## src/logic/pmcs_pkg.sv

```systemverilog
// Purpose: constants of the position monitor and cam sequencer
// Assumes: apb slave with 32-bit data, byte addresses in the low 8 bits
// Notes: one aligned word per register
// Functional notes
// - setpoint not changing sets stationary flag
// - stationary and inside positioning window: target reached
// - standstill window missed before time limit: fault
// - positioning window missed before time limit: fault
// - standstill band is target plus minus window
// - positioning band is target plus minus window
// - following error setpoint minus actual, fault above tolerance
// - zero tolerance disables following error supervision
// - two independent cam outputs from two positions
// - status bit 8: actual at or below cam one
// - status bit 9: actual at or below cam two
// - jerk limit applied only while activation is one
// - profile kept within velocity, acceleration, deceleration limits
// - override scales acceleration and deceleration limits
// - controller select low activates position controller
package pmcs_pkg;
  localparam logic [7:0] OFS_CTRL = 8'h00;
  localparam logic [7:0] OFS_SS_WINDOW = 8'h04;
  localparam logic [7:0] OFS_SS_TIME = 8'h08;
  localparam logic [7:0] OFS_POS_WINDOW = 8'h0c;
  localparam logic [7:0] OFS_POS_TIME = 8'h10;
  localparam logic [7:0] OFS_FE_TOL = 8'h14;
  localparam logic [7:0] OFS_CAM_ONE = 8'h18;
  localparam logic [7:0] OFS_CAM_TWO = 8'h1c;
  localparam logic [7:0] OFS_VEL_LIMIT = 8'h20;
  localparam logic [7:0] OFS_ACC_LIMIT = 8'h24;
  localparam logic [7:0] OFS_DEC_LIMIT = 8'h28;
  localparam logic [7:0] OFS_JERK_LIMIT = 8'h2c;
  localparam logic [7:0] OFS_KP = 8'h30;
  localparam logic [7:0] OFS_TN = 8'h34;
  localparam logic [7:0] OFS_PRECONTROL = 8'h38;
  localparam logic [7:0] OFS_STATUS = 8'h40;
  localparam logic [7:0] OFS_DYN_FE = 8'h44;
  localparam logic [7:0] OFS_IRQ_STATUS = 8'h48;
  localparam logic [7:0] OFS_IRQ_MASK = 8'h4c;
  localparam logic [7:0] OFS_FAULT_CODE = 8'h50;
  // control register fields
  localparam int CTRL_SELECT_BIT = 0;
  localparam int CTRL_JERK_BIT = 1;
  localparam logic [31:0] CTRL_RESET = 32'h0000_0001;
  // status word fields
  localparam int ST_STATIONARY = 0;
  localparam int ST_TARGET = 1;
  localparam int ST_STANDSTILL = 2;
  localparam int ST_CTRL_ACTIVE = 3;
  localparam int ST_JERK_ACTIVE = 4;
  localparam int ST_CAM_ONE = 8;
  localparam int ST_CAM_TWO = 9;
  // event bits
  localparam int EV_STANDSTILL = 0;
  localparam int EV_POSITIONING = 1;
  localparam int EV_FOLLOWING = 2;
  localparam int EV_N = 3;
  localparam logic [15:0] FAULT_STANDSTILL = 16'h1d1a;
  localparam logic [15:0] FAULT_POSITIONING = 16'h1d1b;
  localparam logic [15:0] FAULT_FOLLOWING = 16'h1d1c;
  localparam logic [7:0] OVERRIDE_FULL = 8'h64;
  localparam logic [31:0] PRECONTROL_RESET = 32'h0000_0064;
endpackage

```

## src/logic/pmcs_top.sv

```systemverilog
// Purpose: position loop supervision, profile limiter and cam sequencer
// Assumes: sample_tick pulses once per position-control sampling cycle
// Notes: apb slave, no wait states, slverr on unmapped addresses
`timescale 1ns/1ps
module pmcs_top #(
  parameter int PW = 32,
  parameter int TW = 16,
  parameter int OW = 8
) (
  input wire logic pclk,
  input wire logic presetn,
  input wire logic psel,
  input wire logic penable,
  input wire logic pwrite,
  input wire logic [7:0] paddr,
  input wire logic [31:0] pwdata,
  output logic [31:0] prdata,
  output logic pready,
  output logic pslverr,
  input wire logic sample_tick,
  input wire logic positioning_active,
  input wire logic signed [PW-1:0] velocity_command,
  input wire logic [OW-1:0] override_pct,
  input wire logic signed [PW-1:0] actual_position,
  output logic signed [PW-1:0] position_setpoint,
  output logic signed [PW-1:0] velocity_setpoint,
  output logic [15:0] positioner_status_word,
  output logic [15:0] fault_code,
  output logic cam_one_out,
  output logic cam_two_out,
  output logic irq
);
  localparam int XW = PW + 2;
  localparam int PRW = PW + OW;
  localparam logic [31:0] CTRL_WR_MASK = (32'h0000_0001 << pmcs_pkg::CTRL_SELECT_BIT) |
                                         (32'h0000_0001 << pmcs_pkg::CTRL_JERK_BIT);

  // configuration registers
  logic [31:0] ctrl_r;
  logic [PW-1:0] standstill_window_r;
  logic [TW-1:0] standstill_time_limit_r;
  logic [PW-1:0] positioning_window_r;
  logic [TW-1:0] positioning_time_limit_r;
  logic [PW-1:0] following_error_tolerance_r;
  logic signed [PW-1:0] cam_position_one_r;
  logic signed [PW-1:0] cam_position_two_r;
  logic [PW-1:0] velocity_limit_r;
  logic [PW-1:0] acceleration_limit_r;
  logic [PW-1:0] deceleration_limit_r;
  logic [PW-1:0] jerk_limit_r;
  logic [31:0] proportional_gain_r;
  logic [31:0] integral_time_r;
  logic [31:0] speed_precontrol_factor_r;
  localparam int EV_N_W = pmcs_pkg::EV_N;
  logic [EV_N_W-1:0] irq_status_r;
  logic [EV_N_W-1:0] irq_mask_r;

  // apb handshake and output registers
  logic pready_r;
  logic pslverr_r;
  logic [31:0] prdata_r;
  logic irq_r;
  logic [15:0] fault_code_r;
  logic [15:0] status_r;
  logic signed [PW-1:0] dynamic_following_error_r;

  // profile and monitor state
  logic signed [XW-1:0] vel_r;
  logic signed [XW-1:0] acc_r;
  logic signed [PW-1:0] pos_sp_r;
  logic stationary_r;
  logic [TW-1:0] ss_cnt_r;
  logic [TW-1:0] pw_cnt_r;
  logic ss_done_r;
  logic pw_done_r;
  logic ss_fired_r;
  logic pw_fired_r;
  logic cam_one_r;
  logic cam_two_r;

  function automatic logic signed [XW-1:0] clampx(input logic signed [XW-1:0] x,
                                                  input logic signed [XW-1:0] lim);
    if (x > lim) begin
      clampx = lim;
    end else if (x < -lim) begin
      clampx = -lim;
    end else begin
      clampx = x;
    end
  endfunction

  // bus decode
  wire setup_ph = psel & ~penable;
  wire access_ph = psel & penable & pready_r;
  wire wr_en = access_ph & pwrite;
  wire hit_ctrl = (paddr == pmcs_pkg::OFS_CTRL);
  wire hit_ssw = (paddr == pmcs_pkg::OFS_SS_WINDOW);
  wire hit_sst = (paddr == pmcs_pkg::OFS_SS_TIME);
  wire hit_pww = (paddr == pmcs_pkg::OFS_POS_WINDOW);
  wire hit_pwt = (paddr == pmcs_pkg::OFS_POS_TIME);
  wire hit_fet = (paddr == pmcs_pkg::OFS_FE_TOL);
  wire hit_cam1 = (paddr == pmcs_pkg::OFS_CAM_ONE);
  wire hit_cam2 = (paddr == pmcs_pkg::OFS_CAM_TWO);
  wire hit_vel = (paddr == pmcs_pkg::OFS_VEL_LIMIT);
  wire hit_acc = (paddr == pmcs_pkg::OFS_ACC_LIMIT);
  wire hit_dec = (paddr == pmcs_pkg::OFS_DEC_LIMIT);
  wire hit_jerk = (paddr == pmcs_pkg::OFS_JERK_LIMIT);
  wire hit_kp = (paddr == pmcs_pkg::OFS_KP);
  wire hit_tn = (paddr == pmcs_pkg::OFS_TN);
  wire hit_pre = (paddr == pmcs_pkg::OFS_PRECONTROL);
  wire hit_stat = (paddr == pmcs_pkg::OFS_STATUS);
  wire hit_dfe = (paddr == pmcs_pkg::OFS_DYN_FE);
  wire hit_ist = (paddr == pmcs_pkg::OFS_IRQ_STATUS);
  wire hit_imk = (paddr == pmcs_pkg::OFS_IRQ_MASK);
  wire hit_fc = (paddr == pmcs_pkg::OFS_FAULT_CODE);
  wire hit_any = hit_ctrl | hit_ssw | hit_sst | hit_pww | hit_pwt | hit_fet | hit_cam1 | hit_cam2 |
                 hit_vel | hit_acc | hit_dec | hit_jerk | hit_kp | hit_tn | hit_pre | hit_stat |
                 hit_dfe | hit_ist | hit_imk | hit_fc;

  wire [31:0] rd_data =
    hit_ctrl ? ctrl_r :
    hit_ssw ? 32'(standstill_window_r) :
    hit_sst ? 32'(standstill_time_limit_r) :
    hit_pww ? 32'(positioning_window_r) :
    hit_pwt ? 32'(positioning_time_limit_r) :
    hit_fet ? 32'(following_error_tolerance_r) :
    hit_cam1 ? 32'(cam_position_one_r) :
    hit_cam2 ? 32'(cam_position_two_r) :
    hit_vel ? 32'(velocity_limit_r) :
    hit_acc ? 32'(acceleration_limit_r) :
    hit_dec ? 32'(deceleration_limit_r) :
    hit_jerk ? 32'(jerk_limit_r) :
    hit_kp ? proportional_gain_r :
    hit_tn ? integral_time_r :
    hit_pre ? speed_precontrol_factor_r :
    hit_stat ? {16'h0000, status_r} :
    hit_dfe ? 32'(dynamic_following_error_r) :
    hit_ist ? 32'(irq_status_r) :
    hit_imk ? 32'(irq_mask_r) :
    hit_fc ? {16'h0000, fault_code_r} : 32'h0000_0000;

  // controller enable and jerk activation
  wire ctrl_active = ~ctrl_r[pmcs_pkg::CTRL_SELECT_BIT];
  wire jerk_on = ctrl_r[pmcs_pkg::CTRL_JERK_BIT];

  // override scaled limits
  wire [PRW-1:0] acc_prod = PRW'(acceleration_limit_r) * PRW'(override_pct);
  wire [PRW-1:0] dec_prod = PRW'(deceleration_limit_r) * PRW'(override_pct);
  wire [PRW-1:0] ovr_full = PRW'(pmcs_pkg::OVERRIDE_FULL);
  wire [PRW-1:0] acc_scaled = acc_prod / ovr_full;
  wire [PRW-1:0] dec_scaled = dec_prod / ovr_full;
  wire signed [XW-1:0] acc_eff = $signed({2'b00, acc_scaled[PW-1:0]});
  wire signed [XW-1:0] dec_eff = $signed({2'b00, dec_scaled[PW-1:0]});
  wire signed [XW-1:0] vlim = $signed({2'b00, velocity_limit_r});
  wire signed [XW-1:0] jlim = $signed({2'b00, jerk_limit_r});

  // profile generator
  wire signed [XW-1:0] v_cmd = XW'(velocity_command);
  wire run_profile = positioning_active & ctrl_active;
  wire signed [XW-1:0] v_tgt = run_profile ? clampx(v_cmd, vlim) : '0;
  wire signed [XW-1:0] dv = v_tgt - vel_r;
  wire dv_up = (dv > 0) && (vel_r >= 0);
  wire dv_down = (dv < 0) && (vel_r <= 0);
  wire speeding_up = dv_up || dv_down;
  wire signed [XW-1:0] step_lim = speeding_up ? acc_eff : dec_eff;
  wire signed [XW-1:0] a_goal = clampx(dv, step_lim);
  wire signed [XW-1:0] a_jerk = acc_r + clampx(a_goal - acc_r, jlim);
  wire over_up = (dv >= 0) && (a_jerk > dv);
  wire over_down = (dv <= 0) && (a_jerk < dv);
  wire jerk_over = over_up || over_down;
  wire signed [XW-1:0] a_use = jerk_on ? (jerk_over ? dv : a_jerk) : a_goal;
  wire signed [XW-1:0] v_nxt = ctrl_active ? clampx(vel_r + a_use, vlim) : '0;
  wire signed [PW-1:0] pos_sp_nxt = ctrl_active ? (pos_sp_r + vel_r[PW-1:0]) : actual_position;

  // supervision on the sampled values
  wire stationary = run_profile & (vel_r == '0);
  wire signed [XW-1:0] err = XW'(pos_sp_r) - XW'(actual_position);
  wire signed [XW-1:0] abs_err = (err < 0) ? -err : err;
  // window bands around the target
  wire signed [XW-1:0] ss_band = $signed({2'b00, standstill_window_r});
  wire signed [XW-1:0] pos_band = $signed({2'b00, positioning_window_r});
  wire in_ss_win = abs_err <= ss_band;
  wire in_pos_win = abs_err <= pos_band;
  wire ss_running = stationary & stationary_r & ~ss_done_r & ~ss_fired_r;
  wire pw_running = stationary & stationary_r & ~pw_done_r & ~pw_fired_r;
  wire ss_ev = sample_tick & ss_running & ~in_ss_win & (ss_cnt_r >= standstill_time_limit_r);
  wire pw_ev = sample_tick & pw_running & ~in_pos_win & (pw_cnt_r >= positioning_time_limit_r);
  wire fe_on = (following_error_tolerance_r != '0);
  wire fe_ev = sample_tick & ctrl_active & positioning_active & fe_on &
               (abs_err > $signed({2'b00, following_error_tolerance_r}));
  wire target_reached = stationary & in_pos_win;
  wire cam_one = actual_position <= cam_position_one_r;
  wire cam_two = actual_position <= cam_position_two_r;

  wire [15:0] status_nxt = (16'h0001 << pmcs_pkg::ST_STATIONARY) & {16{stationary}} |
                           (16'h0001 << pmcs_pkg::ST_TARGET) & {16{target_reached}} |
                           (16'h0001 << pmcs_pkg::ST_STANDSTILL) & {16{stationary & in_ss_win}} |
                           (16'h0001 << pmcs_pkg::ST_CTRL_ACTIVE) & {16{ctrl_active}} |
                           (16'h0001 << pmcs_pkg::ST_JERK_ACTIVE) & {16{jerk_on}} |
                           (16'h0001 << pmcs_pkg::ST_CAM_ONE) & {16{cam_one}} |
                           (16'h0001 << pmcs_pkg::ST_CAM_TWO) & {16{cam_two}};

  // sticky events, set wins over write-one-to-clear
  wire [EV_N_W-1:0] events = {fe_ev, pw_ev, ss_ev};
  wire ist_wr = wr_en & hit_ist;
  wire [EV_N_W-1:0] clr_mask = ist_wr ? pwdata[EV_N_W-1:0] : '0;
  wire [EV_N_W-1:0] irq_status_nxt = (irq_status_r & ~clr_mask) | events;
  wire [15:0] fault_code_nxt = fe_ev ? pmcs_pkg::FAULT_FOLLOWING :
                               pw_ev ? pmcs_pkg::FAULT_POSITIONING :
                               ss_ev ? pmcs_pkg::FAULT_STANDSTILL : fault_code_r;

  // apb response
  always_ff @(posedge pclk or negedge presetn) begin
    if (!presetn) begin
      pready_r <= 1'b0;
      pslverr_r <= 1'b0;
      prdata_r <= '0;
    end else begin
      pready_r <= setup_ph;
      pslverr_r <= setup_ph & ~hit_any;
      prdata_r <= (setup_ph & ~pwrite) ? rd_data : prdata_r;
    end
  end

  // software written configuration
  always_ff @(posedge pclk or negedge presetn) begin
    if (!presetn) begin
      ctrl_r <= pmcs_pkg::CTRL_RESET;
      standstill_window_r <= '0;
      standstill_time_limit_r <= '0;
      positioning_window_r <= '0;
      positioning_time_limit_r <= '0;
      following_error_tolerance_r <= '0;
      cam_position_one_r <= '0;
      cam_position_two_r <= '0;
      velocity_limit_r <= '0;
      acceleration_limit_r <= '0;
      deceleration_limit_r <= '0;
      jerk_limit_r <= '0;
      proportional_gain_r <= '0;
      integral_time_r <= '0;
      speed_precontrol_factor_r <= pmcs_pkg::PRECONTROL_RESET;
      irq_mask_r <= '0;
    end else if (wr_en) begin
      if (hit_ctrl) ctrl_r <= pwdata & CTRL_WR_MASK;
      if (hit_ssw) standstill_window_r <= pwdata[PW-1:0];
      if (hit_sst) standstill_time_limit_r <= pwdata[TW-1:0];
      if (hit_pww) positioning_window_r <= pwdata[PW-1:0];
      if (hit_pwt) positioning_time_limit_r <= pwdata[TW-1:0];
      if (hit_fet) following_error_tolerance_r <= pwdata[PW-1:0];
      if (hit_cam1) cam_position_one_r <= pwdata[PW-1:0];
      if (hit_cam2) cam_position_two_r <= pwdata[PW-1:0];
      if (hit_vel) velocity_limit_r <= pwdata[PW-1:0];
      if (hit_acc) acceleration_limit_r <= pwdata[PW-1:0];
      if (hit_dec) deceleration_limit_r <= pwdata[PW-1:0];
      if (hit_jerk) jerk_limit_r <= pwdata[PW-1:0];
      if (hit_kp) proportional_gain_r <= pwdata;
      if (hit_tn) integral_time_r <= pwdata;
      if (hit_pre) speed_precontrol_factor_r <= pwdata;
      if (hit_imk) irq_mask_r <= pwdata[EV_N_W-1:0];
    end
  end

  // interrupt state
  always_ff @(posedge pclk or negedge presetn) begin
    if (!presetn) begin
      irq_status_r <= '0;
      fault_code_r <= '0;
      irq_r <= 1'b0;
    end else begin
      irq_status_r <= irq_status_nxt;
      fault_code_r <= fault_code_nxt;
      irq_r <= |(irq_status_nxt & irq_mask_r);
    end
  end

  // profile state, one step per sample
  always_ff @(posedge pclk or negedge presetn) begin
    if (!presetn) begin
      vel_r <= '0;
      acc_r <= '0;
      pos_sp_r <= '0;
    end else if (sample_tick) begin
      vel_r <= v_nxt;
      acc_r <= ctrl_active ? a_use : '0;
      pos_sp_r <= pos_sp_nxt;
    end
  end

  // window timers, restarted on each new stationary phase
  always_ff @(posedge pclk or negedge presetn) begin
    if (!presetn) begin
      stationary_r <= 1'b0;
      ss_cnt_r <= '0;
      pw_cnt_r <= '0;
      ss_done_r <= 1'b0;
      pw_done_r <= 1'b0;
      ss_fired_r <= 1'b0;
      pw_fired_r <= 1'b0;
    end else if (sample_tick) begin
      stationary_r <= stationary;
      if (!(stationary & stationary_r)) begin
        ss_cnt_r <= '0;
        pw_cnt_r <= '0;
        ss_done_r <= 1'b0;
        pw_done_r <= 1'b0;
        ss_fired_r <= 1'b0;
        pw_fired_r <= 1'b0;
      end else begin
        ss_cnt_r <= ss_running ? ss_cnt_r + 1'b1 : ss_cnt_r;
        pw_cnt_r <= pw_running ? pw_cnt_r + 1'b1 : pw_cnt_r;
        ss_done_r <= ss_done_r | (in_ss_win & ~ss_fired_r);
        pw_done_r <= pw_done_r | (in_pos_win & ~pw_fired_r);
        ss_fired_r <= ss_fired_r | ss_ev;
        pw_fired_r <= pw_fired_r | pw_ev;
      end
    end
  end

  // sampled status outputs
  always_ff @(posedge pclk or negedge presetn) begin
    if (!presetn) begin
      status_r <= '0;
      dynamic_following_error_r <= '0;
      cam_one_r <= 1'b0;
      cam_two_r <= 1'b0;
    end else if (sample_tick) begin
      status_r <= status_nxt;
      dynamic_following_error_r <= err[PW-1:0];
      cam_one_r <= cam_one;
      cam_two_r <= cam_two;
    end
  end

  assign prdata = prdata_r;
  assign pready = pready_r;
  assign pslverr = pslverr_r;
  assign position_setpoint = pos_sp_r;
  assign velocity_setpoint = vel_r[PW-1:0];
  assign positioner_status_word = status_r;
  assign fault_code = fault_code_r;
  assign cam_one_out = cam_one_r;
  assign cam_two_out = cam_two_r;
  assign irq = irq_r;
endmodule

```

## config.mk

```make
export PLATFORM = sky130hd
export DESIGN_NAME = pmcs_top
export DESIGN_NICKNAME = d
export VERILOG_FILES = /design/src/logic/pmcs_pkg.sv /design/src/logic/pmcs_top.sv
export SDC_FILE = /design/constraint.sdc
export NUM_CORES = 2
export LEC_CHECK = 0
export BUFFER_PORTS_ARGS = -buffer_cell sky130_fd_sc_hd__buf_2
export CAP_MARGIN = 0
export CORE_MARGIN = 2
export CORE_UTILIZATION = 30
export CTS_CLUSTER_DIAMETER = 150
export DETAILED_ROUTE_END_ITERATION = 10
export SYNTH_ARGS = -nofsm -noshare
export SYNTH_HDL_FRONTEND = slang
export SYNTH_SLANG_ARGS = --single-unit
```

## constraint.sdc

```tcl
create_clock -name pclk -period 89.3 [get_ports pclk]
set_clock_uncertainty 0.2 [all_clocks]
set_input_delay 4.465 -clock pclk [delete_from_list [all_inputs] [get_ports pclk]]
set_output_delay 4.465 -clock pclk [all_outputs]
set_load 0.02 [all_outputs]
```

==> qor.yml <==
final_hold_viol_count: 0
min_period_over_period: 0.777
synth_edf_count: 0
ys_top_cells_by_count: "inv_1, ha_1, nand2_1"
rr_endpoint: "vel_r[5]"
max-cap-violations: 0
htreeDepth: 3
cts_tree: "built"
dieHeight_um: 516
setup_violations: 0
post-cts-setup-buffers: 0
synth_seq_cells: 638
critical_path_depth: 273
r2r-start: "velocity_limit_r[1]"
status: "finished clean"
max_stage_delay_ns: 0.94
timing.critical_path.fanout_max: 71
setup-tns-final_ns: 0
synth_area_um2: 78600
rr_worst_depth: 283
worst_ep_arrival_time_ns: 69.80
via_count: 71200
grt_pass1_vias: 67500
cts.sinks: 638
yosysWarnings: 0
die_area_um2: 266000
drive_gt1_frac: 0.126
port_buffers: 235
yosys_most_used_dff: "dfrtp_1"
dr.pass1.iters: 7
vias_per_cell: 5.57
post_cts_resized: 0
drc: 0
ys_types: 145
layout.nets: 10500
synth_most_common_cell: "inv_1"
timing.critical_path.to: "vel_r[5]"
cp_slowest_cell: "nor4b_2"
grt-ovfl-total: 0
worstSetupStartpointType: "input port"
area_delta_synth_final_pct: 8.81
yosysTopAreaCellShare: 0.202
endpoint_kind: "flip-flop"
rows: 187
top_regs: "acc_r: 34 flops, vel_r: 34 flops"
dp_hpwl_um: 245000
crit_type: "input port to flip-flop"
cp_top_family: "compound AO/OA/AOI/OAI gates"
synth_area_per_cell_um2: 8.46
clock_latency_ns: 0.70
fmax_mhz: 14.4
hp-class: "flip-flop to flip-flop"
post_drt_wl_per_cell_um: 24.1
period_needed_ns: 69.40
syn_inst: 9286
ys_seq_area_frac: 0.203
fillCellCount: 27300
core_um2: 260000
initial_core_util: 0.302
ff2ff_setup_slack_ns: 20.68
finalWeightedCongestion: 0.976
grt_usage: 0.226
root_buffer: "clkbuf_16"
rsz0062_at_grt: "false"
async_flop_share: 1.00
cts_made_buffers: 70
first_iter_violations: 7697
required_ns: 89.70
worst-path-buf-inv: 11
wl_um: 309000
yosys-top-cells-area: "dfrtp_1, ha_1, fa_1, mux2_2, inv_1"
grt_pass1_wl_um: 454000
grt_max_degree: 155
antenna_found_initial: 37
die_x_um: 516
hold_buffers: 0
synth_top_cell_by_area: "dfrtp_1"
pin_count: 252
crit_start: "velocity_command[14]"
max_slew_margin: 0.115
slew_violations: 0
tightest_slew_ns: 1.31
path_clk_slew_ns: 0.07
antenna_left: 0
cts_buffer_depth: 3
critPathMostFrequentCell: "a21oi_1"
stage by stage:
stage | hold slack [ns] | std cells | util | worst slack [ns] | instance area [um2]
final | 0.273 | 12800 | 0.329 | 19.90 | 85500
after global routing | 0.303 | 12800 | 0.329 | 15.02 | 85400
after CTS | 0.275 | 12800 | 0.329 | 21.29 | 85400
after detailed placement | 0.258 | 12600 | 0.319 | 20.85 | 83000
after global placement | 0.257 | 12600 | 0.319 | 21.41 | 83000
after floorplan | 0.253 | 9301 | - | 32.74 | 78600
layout make-up:
type / count / area, um2 / share of cell area
Timing Repair Buffer: 370 / 2220 / 0.0260
Multi-Input combinational cell: 7215 / 57000 / 0.667
Clock buffer: 96 / 1970 / 0.0230
Tap cell: 3496 / 4370 / 0.0512
Clock inverter: 32 / 434 / 0.00508
Inverter: 928 / 3490 / 0.0408
Sequential cell: 638 / 16000 / 0.187
Antenna cell: 13 / 32.5 / 0.000381
cells by family after synthesis:
family          count (synthesis)  share of synthesized area
other cells                     1                  0.0000477
flops                         638                      0.203
buf+inv                      1448                     0.0734
compound gates               2393                      0.203
fa+ha+maj                    1190                      0.224
simple gates                 2571                      0.161
xor+xnor                      439                     0.0495
mux                           606                     0.0856
per-layer routing:
metal  up-vias  global-route usage  share of wire
met5         -                   0        0.00029
met4        14               0.126          0.065
met3       625              0.0357          0.082
met2      3131               0.343           0.43
met1     34900               0.304           0.42
li1      32600                   -              -
worst min path at each step:
stage,from,endpoint,depth (start not counted)
4_1_cts,prdata[14],prdata[14],2
3_5_place_dp,prdata[14],prdata[14],2
5_1_grt,prdata[7],prdata[7],1
6_report,prdata[14],prdata[14],2
3_3_place_gp,prdata[6],prdata[6],2
2_1_floorplan,dynamic_following_error_r[9],dynamic_following_error_r[9],2
worst reg2reg max path: cells and delay by family (launching register included):
kind | cells | cell delay (ns)
AO/OA/AOI/OAI | 176 | 37.38
XOR/XNOR | 10 | 2.37
adder cells (fa/ha/maj) | 11 | 3.52
buffers and inverters | 12 | 3.95
flip-flops | 1 | 0.53
multiplexers | 11 | 4.95
AND/OR/NAND/NOR | 63 | 15.69
layout by cell type, fill, tap and decap left out, types with 29 or more instances in the layout:
| cell type | n |
|---|---|
| fa_1 | 366 |
| o22ai_1 | 81 |
| o211ai_1 | 47 |
| and3_1 | 47 |
| clkbuf_16 | 70 |
| a22o_1 | 35 |
| o21bai_1 | 99 |
| a22oi_1 | 79 |
| buf_2 | 233 |
| nand2_1 | 752 |
| a211oi_1 | 80 |
| nand2b_1 | 108 |
| inv_1 | 912 |
| ha_1 | 807 |
| nor4_1 | 48 |
| dfrtp_1 | 633 |
| o21a_1 | 63 |
| nor2_1 | 601 |
| nand3_1 | 142 |
| and2_1 | 248 |
| xnor2_1 | 309 |
| nor3_1 | 144 |
| o21ai_0 | 428 |
| a21oi_1 | 664 |
| mux2_2 | 496 |
| nor2b_1 | 122 |
| or2_2 | 29 |
| xor2_1 | 124 |
| a31oi_1 | 86 |
| o21ai_1 | 46 |
| a221oi_1 | 73 |
| nand4_1 | 140 |
| mux2i_1 | 98 |
| buf_4 | 134 |
| or3_1 | 39 |
| a21o_1 | 233 |
Power is not shown: default switching activity piles up to over one toggle a cycle in this logic, so the estimate is an artifact.
